--- src/vcr_pkg.sv ---
// Constants shared by the vertical timing and cursor controller.
package vcr_pkg;
  // Register indices reached through the indexed data port.
  localparam logic [7:0] VCR_IDX_TIMING_OVERFLOW = 8'h07;
  localparam logic [7:0] VCR_IDX_CHARACTER_HEIGHT = 8'h09;
  localparam logic [7:0] VCR_IDX_CURSOR_FIRST_LINE = 8'h0A;
  localparam logic [7:0] VCR_IDX_CURSOR_LAST_LINE_SKEW = 8'h0B;
  localparam logic [7:0] VCR_IDX_DISPLAY_START_HIGH = 8'h0C;
  localparam logic [7:0] VCR_IDX_DISPLAY_START_LOW = 8'h0D;
  localparam logic [7:0] VCR_IDX_CURSOR_POSITION_HIGH = 8'h0E;
  localparam logic [7:0] VCR_IDX_CURSOR_POSITION_LOW = 8'h0F;
  localparam logic [7:0] VCR_IDX_VSYNC_BEGIN_LOW = 8'h10;
  localparam logic [7:0] VCR_IDX_VSYNC_FINISH_PROTECT = 8'h11;
  localparam logic [7:0] VCR_IDX_ACTIVE_LAST_LINE_LOW = 8'h12;
  localparam logic [7:0] VCR_IDX_ROW_PITCH = 8'h13;
  // Highest index covered by write protection.
  localparam logic [7:0] VCR_IDX_PROTECT_LAST = 8'h07;

  // Field positions.
  localparam int VCR_OVF_VS_BIT9 = 7;
  localparam int VCR_OVF_DE_BIT9 = 6;
  localparam int VCR_OVF_ALWAYS_WR = 4;
  localparam int VCR_OVF_VS_BIT8 = 2;
  localparam int VCR_OVF_DE_BIT8 = 1;
  localparam int VCR_CUR_OFF_BIT = 5;
  localparam int VCR_PROTECT_BIT = 7;
  localparam int VCR_VINT_ENABLE_BIT = 5;
  localparam int VCR_VINT_CLEAR_BIT = 4;

  // Masks that keep reserved bits reading as zero.
  localparam logic [7:0] VCR_MASK_FIRST_LINE = 8'h3F;
  localparam logic [7:0] VCR_MASK_LAST_LINE_SKEW = 8'h7F;
  localparam logic [7:0] VCR_MASK_FINISH_PROTECT = 8'hBF;
  localparam logic [7:0] VCR_MASK_CHAR_HEIGHT = 8'h1F;

  // Reset value of every stored register; protection is off after reset.
  localparam logic [7:0] VCR_REG_RESET = 8'h00;

  // Number of character clocks the cursor can be held back.
  localparam int VCR_SKEW_MAX = 3;
endpackage

--- src/vcr_crtc.sv ---
// Vertical timing, row addressing and text cursor of the display controller.
`timescale 1ns/1ps

// Contract
// Character height field holds lines per text row minus one; row scan wraps there.
// Cursor-off bit hides cursor; whole first-line register ignored in graphics modes.
// Cursor starts on the first-line row, counting from zero at box top.
// Cursor ends after the last-line row, same top-zero numbering.
// Skew code 0 to 3 delays cursor start and end by that many clocks.
// Display start is a 16-bit high/low pair; fetching begins there each frame.
// Cursor location is a 16-bit high/low pair naming the cursor character.
// Vsync begins on 10-bit line: low byte plus overflow bits 7 and 2.
// Vsync ends when low four line bits equal the 4-bit end field.
// Protect bit blocks writes to indices 00 to 07, except overflow bit 4.
// Vertical interrupt enable bit is stored and readable but steers nothing.
// Vertical interrupt clear bit is stored only; no interrupt exists.
// Last active line is 10-bit: low byte plus overflow bits 6 and 1.
// First active line is line 0; all vertical comparisons use this count.
// Row address advances by the 8-bit pitch in words or doublewords.
// Reserved bits of the two cursor shape registers read as zero.
// Cursor only at matching address, within line range, enabled, in text mode.
// Host writes the index port, then reads or writes the data port.
module vcr_crtc #(
  parameter int HCNT_W = 8,
  parameter int H_TOTAL = 100,
  parameter int H_ACTIVE = 80,
  parameter logic [9:0] V_TOTAL = 10'h1C1
) (
  input wire logic mclk, // Character clock.
  input wire logic nrst, // Asynchronous reset, active low.
  input wire logic index_wr, // Strobe: load the index port from host_wdata.
  input wire logic data_wr, // Strobe: write host_wdata to the indexed register.
  input wire logic data_rd, // Strobe: read the indexed register.
  input wire logic [7:0] host_wdata, // Write data for index or data port.
  output logic [7:0] host_rdata, // Read data, valid the cycle after data_rd.
  input wire logic graphics_mode, // High while a graphics mode is active.
  input wire logic dword_pitch, // Clocking-mode selection: pitch counted in doublewords.
  output logic [15:0] fb_addr, // Frame buffer offset of the current character.
  output logic display_en, // High while the character is in the active area.
  output logic vsync, // Vertical sync pulse, active high.
  output logic cursor_on // Text cursor pixel row active, after skew.
);
  import vcr_pkg::*;

  typedef struct packed {
    logic [7:0] index;
    logic [7:0] overflow;
    logic [4:0] char_height;
    logic [7:0] cur_first;
    logic [7:0] cur_last_skew;
    logic [15:0] start;
    logic [15:0] cur_loc;
    logic [7:0] vs_begin;
    logic [7:0] vs_finish;
    logic [7:0] act_last;
    logic [7:0] pitch;
    logic [7:0] rdata;
    logic [HCNT_W-1:0] hcnt;
    logic [9:0] line;
    logic [4:0] rscan;
    logic [15:0] row_base;
    logic [15:0] addr;
    logic [VCR_SKEW_MAX-1:0] cur_pipe;
    logic cursor;
    logic vsync;
    logic disp_en;
  } vcr_state_s;

  localparam logic [HCNT_W-1:0] HCNT_LAST = HCNT_W'(H_TOTAL - 1);
  localparam logic [HCNT_W-1:0] HCNT_ACTIVE = HCNT_W'(H_ACTIVE);
  localparam logic [9:0] LINE_LAST = V_TOTAL - 10'h001;

  vcr_state_s s_q;
  vcr_state_s s_d;

  logic protect;
  logic [9:0] vs_start;
  logic [9:0] de_end;
  logic [9:0] next_line;
  logic [15:0] pitch_step;
  logic [15:0] char_addr;
  logic active;
  logic cur_raw;
  logic [1:0] skew;

  always_comb begin
    s_d = s_q;
    protect = s_q.vs_finish[VCR_PROTECT_BIT];
    vs_start = {s_q.overflow[VCR_OVF_VS_BIT9], s_q.overflow[VCR_OVF_VS_BIT8],
                s_q.vs_begin};
    de_end = {s_q.overflow[VCR_OVF_DE_BIT9], s_q.overflow[VCR_OVF_DE_BIT8],
              s_q.act_last};
    // Pitch is stored in word or doubleword units; the counter works in bytes.
    pitch_step = dword_pitch ? {6'h00, s_q.pitch, 2'h0} : {7'h00, s_q.pitch, 1'h0};
    skew = s_q.cur_last_skew[6:5];
    next_line = (s_q.line == LINE_LAST) ? 10'h000 : s_q.line + 10'h001;

    // Host side: index load, register write and registered read.
    if (index_wr) begin
      s_d.index = host_wdata;
    end
    if (data_wr) begin
      // Writes at or below the protected index are held off while protect is set.
      if (protect && s_q.index <= VCR_IDX_PROTECT_LAST) begin
        if (s_q.index == VCR_IDX_TIMING_OVERFLOW) begin
          s_d.overflow[VCR_OVF_ALWAYS_WR] = host_wdata[VCR_OVF_ALWAYS_WR];
        end
      end else begin
        unique case (s_q.index)
          VCR_IDX_TIMING_OVERFLOW: s_d.overflow = host_wdata;
          VCR_IDX_CHARACTER_HEIGHT: s_d.char_height = host_wdata[4:0];
          VCR_IDX_CURSOR_FIRST_LINE: s_d.cur_first = host_wdata & VCR_MASK_FIRST_LINE;
          VCR_IDX_CURSOR_LAST_LINE_SKEW: begin
            s_d.cur_last_skew = host_wdata & VCR_MASK_LAST_LINE_SKEW;
          end
          VCR_IDX_DISPLAY_START_HIGH: s_d.start[15:8] = host_wdata;
          VCR_IDX_DISPLAY_START_LOW: s_d.start[7:0] = host_wdata;
          VCR_IDX_CURSOR_POSITION_HIGH: s_d.cur_loc[15:8] = host_wdata;
          VCR_IDX_CURSOR_POSITION_LOW: s_d.cur_loc[7:0] = host_wdata;
          VCR_IDX_VSYNC_BEGIN_LOW: s_d.vs_begin = host_wdata;
          // Interrupt enable and clear bits are kept for readback only.
          VCR_IDX_VSYNC_FINISH_PROTECT: begin
            s_d.vs_finish = host_wdata & VCR_MASK_FINISH_PROTECT;
          end
          VCR_IDX_ACTIVE_LAST_LINE_LOW: s_d.act_last = host_wdata;
          VCR_IDX_ROW_PITCH: s_d.pitch = host_wdata;
          default: begin
          end
        endcase
      end
    end
    if (data_rd) begin
      unique case (s_q.index)
        VCR_IDX_TIMING_OVERFLOW: s_d.rdata = s_q.overflow;
        VCR_IDX_CHARACTER_HEIGHT: s_d.rdata = {3'h0, s_q.char_height};
        VCR_IDX_CURSOR_FIRST_LINE: s_d.rdata = s_q.cur_first;
        VCR_IDX_CURSOR_LAST_LINE_SKEW: s_d.rdata = s_q.cur_last_skew;
        VCR_IDX_DISPLAY_START_HIGH: s_d.rdata = s_q.start[15:8];
        VCR_IDX_DISPLAY_START_LOW: s_d.rdata = s_q.start[7:0];
        VCR_IDX_CURSOR_POSITION_HIGH: s_d.rdata = s_q.cur_loc[15:8];
        VCR_IDX_CURSOR_POSITION_LOW: s_d.rdata = s_q.cur_loc[7:0];
        VCR_IDX_VSYNC_BEGIN_LOW: s_d.rdata = s_q.vs_begin;
        VCR_IDX_VSYNC_FINISH_PROTECT: s_d.rdata = s_q.vs_finish;
        VCR_IDX_ACTIVE_LAST_LINE_LOW: s_d.rdata = s_q.act_last;
        VCR_IDX_ROW_PITCH: s_d.rdata = s_q.pitch;
        default: s_d.rdata = VCR_REG_RESET;
      endcase
    end

    // Display side: character position within the current line.
    active = (s_q.line <= de_end) && (s_q.hcnt < HCNT_ACTIVE);
    char_addr = s_q.row_base + {{(16 - HCNT_W){1'b0}}, s_q.hcnt};
    s_d.addr = char_addr;
    s_d.disp_en = active;

    cur_raw = active && !graphics_mode
      && !s_q.cur_first[VCR_CUR_OFF_BIT]
      && (char_addr == s_q.cur_loc)
      && (s_q.rscan >= s_q.cur_first[4:0])
      && (s_q.rscan <= s_q.cur_last_skew[4:0]);
    // A short shift line gives the skew taps; the output flop adds one clock to every code, as the address flop does.
    s_d.cur_pipe = {s_q.cur_pipe[VCR_SKEW_MAX-2:0], cur_raw};
    unique case (skew)
      2'h0: s_d.cursor = cur_raw;
      2'h1: s_d.cursor = s_q.cur_pipe[0];
      2'h2: s_d.cursor = s_q.cur_pipe[1];
      2'h3: s_d.cursor = s_q.cur_pipe[2];
    endcase

    // Line end: advance vertical counters and sync.
    if (s_q.hcnt == HCNT_LAST) begin
      s_d.hcnt = '0;
      s_d.line = next_line;
      if (next_line == 10'h000) begin
        s_d.rscan = 5'h00;
        s_d.row_base = s_q.start;
      end else if (s_q.rscan == s_q.char_height) begin
        s_d.rscan = 5'h00;
        s_d.row_base = s_q.row_base + pitch_step;
      end else begin
        s_d.rscan = s_q.rscan + 5'h01;
      end
      // Start is checked after end so a pulse that would end and restart stays high.
      if (s_q.vsync && next_line[3:0] == s_q.vs_finish[3:0]) begin
        s_d.vsync = 1'b0;
      end
      if (next_line == vs_start) begin
        s_d.vsync = 1'b1;
      end
    end else begin
      s_d.hcnt = s_q.hcnt + HCNT_W'(1);
    end
  end

  always_ff @(posedge mclk or negedge nrst) begin
    if (!nrst) begin
      s_q <= '0;
    end else begin
      s_q <= s_d;
    end
  end

  assign host_rdata = s_q.rdata;
  assign fb_addr = s_q.addr;
  assign display_en = s_q.disp_en;
  assign vsync = s_q.vsync;
  assign cursor_on = s_q.cursor;
endmodule

--- config.mk ---
export PLATFORM = sky130hd
export DESIGN_NAME = vcr_crtc
export DESIGN_NICKNAME = d
export VERILOG_FILES = /design/src/vcr_pkg.sv /design/src/vcr_crtc.sv
export SDC_FILE = /design/constraint.sdc
export NUM_CORES = 1
export LEC_CHECK = 0
export BUFFER_PORTS_ARGS = -buffer_cell sky130_fd_sc_hd__buf_2
export CAP_MARGIN = 0
export CELL_PAD_IN_SITES_DETAIL_PLACEMENT = 1
export CELL_PAD_IN_SITES_GLOBAL_PLACEMENT = 1
export CORE_MARGIN = 10
export CORE_UTILIZATION = 50
export DETAILED_ROUTE_END_ITERATION = 8
export HOLD_SLACK_MARGIN = 0.15
export PLACE_DENSITY_LB_ADDON = 0.15
export SYNTH_ARGS = -nofsm -noshare
export SYNTH_HDL_FRONTEND = slang
export SYNTH_SLANG_ARGS = --single-unit
--- constraint.sdc ---
create_clock -name mclk -period 6.2 [get_ports mclk]
set_input_delay 0.62 -clock mclk [delete_from_list [all_inputs] [get_ports mclk]]
set_output_delay 0.62 -clock mclk [all_outputs]
set_load 0.02 [all_outputs]
==> results.py <==
metrics = {
    "drt": {
        "detail_route.wl_per_cell_um": 23.7,
        "antenna_left": 0,
        "drt_drc_violations_left": 0,
        "postRouteWirelength_mm": 28.5,
        "total_via_count_after_detailed_routing": 7335,
        "routed_via_density": 6.09,
        "initialDrtViolationCount": 526,
        "first_pass_iters": 5,
    },
    "sta": {
        "worst_slew_margin_pct": 32.9,
        "hold_slack_ns": 0.275,
        "rsz0062_at_grt": "false",
        "final.min_clock_period_ns": 3.38,
        "post-route-period-util_pct": 54.4,
        "max_clock_skew_ns": 0.00945,
        "setup_slack_ns": 2.82,
        "report.final.setup_viol": 0,
        "timing.final.hold_violations": 0,
        "final_max_tran_viols": 0,
        "fin_setup_tns_ns": 0,
        "worst_slew_pin_slew_ns": 1.00,
        "achievable-frequency_ghz": 0.296,
    },
    "grt": {
        "grt_max_degree": 94,
        "grt_pass1_vias": 7717,
        "grt_use_total_pct": 22.2,
        "grt.overflow.total": 0,
        "grt_first_pass_wirelength_mm": 45.2,
        "initial_antenna_violation_count": 0,
    },
    "synth": {
        "netlist.area_leader.share_pct": 42.4,
        "yosys_register_bits": 166,
        "share_of_the_yosys_chip_area_belonging_to_registers_pct": 42.4,
        "synth_edf_count": 0,
        "synth.top_cells.by_area": "sky130_fd_sc_hd__dfrtp_1 42%, sky130_fd_sc_hd__mux2_2 12%, sky130_fd_sc_hd__ha_1 5.2%, sky130_fd_sc_hd__xnor2_1 3.4%, sky130_fd_sc_hd__mux4_2 2.8%",
        "post_synth_inst_count": 933,
        "netlist_top_cells_count": "166 x sky130_fd_sc_hd__dfrtp_1, 101 x sky130_fd_sc_hd__mux2_2, 65 x sky130_fd_sc_hd__nand2_1, 61 x sky130_fd_sc_hd__nor2_1, 48 x sky130_fd_sc_hd__o21ai_0",
        "dominantRegCellSynth": "sky130_fd_sc_hd__dfrtp_1",
        "syn-num-nets": 991,
        "post_synth_instance_area_mm2": 0.00980,
        "yosys_warnings": 0,
        "yosysUniqueCellTypes": 75,
        "synth_most_common_cell": "sky130_fd_sc_hd__dfrtp_1",
        "largest_area_contributor_in_the_netlist": "sky130_fd_sc_hd__dfrtp_1",
        "asyncSetResetFlopFracSynth_pct": 100,
        "avgSynthCellArea_um2": 10.5,
    },
    "pwr": {
        "p_seq_share_pct": 45.9,
        "total_power_uw": 2650,
        "comb_power_share_pct": 14.0,
        "power_per_cell_area_mw_per_mm2": 251,
        "clkPwrFrac_pct": 40.1,
        "worst_vdd_drop_uv": 179,
        "switching_share_pct": 28.3,
        "internal_power_uw": 1900,
        "leakagePower_uw": 0.00483,
        "switching_power_uw": 750,
    },
    "clocking": {
        "worstSkewPairLatency_ns": 0.44,
        "cts.root.buffer_cell": "sky130_fd_sc_hd__clkbuf_16",
        "tritoncts_clock_tree": "done",
        "post_cts.resized_instances": 0,
        "cts-root-to-sink-buffers": 2,
        "tritoncts_num_sinks": 166,
        "clock_tree.htree_level_count": 4,
        "number_of_setup_buffers_added_after_cts": 0,
        "tritoncts.num_buffers": 17,
        "cts.clk_slew.worst_paths_ns": 0.07,
        "cts_hold_repair.buffers": 0,
    },
    "worst_setup_path": {
        "endpoint_kind": "flop",
        "worst-setup-path-type": "reg -> reg",
        "cp_max_fo": 6,
        "critPathLaunchType": "flop",
        "timing.critical_path.required_ns": 6.50,
        "critical_path_arrival_ns": 3.68,
    },
    "die": {
        "starting_utilization_of_the_core_area_pct": 50.5,
        "coreArea_mm2": 0.0194,
        "die_w_um": 160,
        "fp-row-count": 51,
        "floorplan_die_area_mm2": 0.0256,
        "floorplan.die.height_um": 160,
        "ios": 42,
    },
    "placed_design": {
        "gp_congestion": 0.877,
        "place.detailed.hpwl_mm": 21.2,
        "io_buffer_count": 41,
        "setup_slack_at_placement_ns": 2.76,
    },
    "status": {
        "result_of_the_run": "completed",
    },
    "layout": {
        "final.fill_count": 2161,
        "layout.nets": 985,
        "drive_above_1_share_pct": 22.8,
        "antenna-diode-count": 0,
        "area_growth_pct": 7.85,
    },
    "hold_path": {
        "worstHoldPathType": "in -> async",
    },
    "run": {
        "number_of_maximum_capacitance_constraint_violations": 0,
    },
}
cells by family after synthesis:
| kind of cell | share of synthesized area [%] |
|---|---|
| buffers and inverters | 5.41 |
| multiplexers | 15.5 |
| AND/OR/NAND/NOR | 13.4 |
| flip-flops | 42.4 |
| AO/OA/AOI/OAI | 11.8 |
| XOR/XNOR | 5.81 |
| adder cells (fa/ha/maj) | 5.64 |
power groups by stage:
| stage | clock network (uW) | registers [uW] | logic [uW] |
|---|---|---|---|
| finish | 1060 | 1220 | 372 |
| CTS | 1080 | 1220 | 372 |
| global placement | 0 | 1230 | 348 |
| global route | 1130 | 1230 | 407 |
| floorplan | 0 | 1200 | 263 |
| detailed placement | 0 | 1240 | 368 |
layout make-up:
| cell class | count | area (um2) | area share [%] |
|---|---|---|---|
| Sequential cell | 166 | 4150 | 39.3 |
| Clock inverter | 13 | 148 | 1.40 |
| Tap cell | 265 | 332 | 3.14 |
| Clock buffer | 19 | 433 | 4.10 |
| Inverter | 35 | 131 | 1.24 |
| Timing Repair Buffer | 47 | 256 | 2.43 |
| Multi-Input combinational cell | 660 | 5120 | 48.4 |
worst max-delay path: stages (launching register included):
cell and delay (ns):
sky130_fd_sc_hd__dfrtp_1 0.49, sky130_fd_sc_hd__ha_1 0.37, sky130_fd_sc_hd__a211oi_1 0.52, sky130_fd_sc_hd__nor4_2 0.16
sky130_fd_sc_hd__nor3_1 0.54, sky130_fd_sc_hd__nand2b_1 0.26, sky130_fd_sc_hd__xor2_1 0.09, sky130_fd_sc_hd__o2111ai_1 0.25
sky130_fd_sc_hd__nor4_2 0.09, sky130_fd_sc_hd__mux4_2 0.47
layer usage:
layer / global-route usage, % / vias to the layer above / part of all wire, %
li1: - / 3309 / -
met1: 29.4 / 3838 / 45
met2: 37.0 / 152 / 49
met3: 3.65 / 36 / 4.0
met4: 5.68 / 0 / 1.7
met5: 0 / - / 0
registers in the layout, indices dropped and copies added (netlist names):
signal and cells:
cursor_on 1, de_end 10, display_en 1, fb_addr 16
host_rdata 8, protect 1, s_d 2, s_q 126
vsync 1
per-stage QoR:
stage | utilization [%] | std cells | area [um2]
global placement | 51.5 | 1173 | 9990
detailed placement | 51.5 | 1173 | 9990
global route | 54.5 | 1205 | 10600
CTS | 54.5 | 1205 | 10600
finish | 54.5 | 1205 | 10600
floorplan | - | 933 | 9800
cell usage in the layout, fill, tap and decap left out, drive strengths merged, types with 6 or more instances in the layout:
| master | n |
|---|---|
| mux2i | 11 |
| xor2 | 27 |
| ha | 41 |
| buf | 47 |
| dfrtp | 166 |
| xnor2 | 38 |
| nand4 | 11 |
| o22ai | 6 |
| a21oi | 44 |
| nand2b | 7 |
| inv | 39 |
| o21ai | 52 |
| a21o | 7 |
| or3 | 7 |
| and3 | 12 |
| nor3 | 15 |
| mux4 | 12 |
| a211oi | 11 |
| nor4 | 9 |
| nand2 | 67 |
| nor2 | 63 |
| clkbuf | 19 |
| nand3 | 29 |
| a22o | 7 |
| nor3b | 6 |
| mux2 | 101 |
final timing paths:
path                             end     from  slack (ns)  cells past startpoint
min                          s_q[38]     nrst        0.27                      1
max                        cursor_on  s_q[23]        2.82                      9
max in group asynchronous    s_q[28]     nrst        4.47                      2
min reg2reg                   s_q[5]   s_d[5]        0.38                      0
max reg2reg                cursor_on  s_q[23]        2.82                      9
min in group mclk             s_q[5]   s_d[5]        0.38                      0
(Power assumes the default switching activity.)
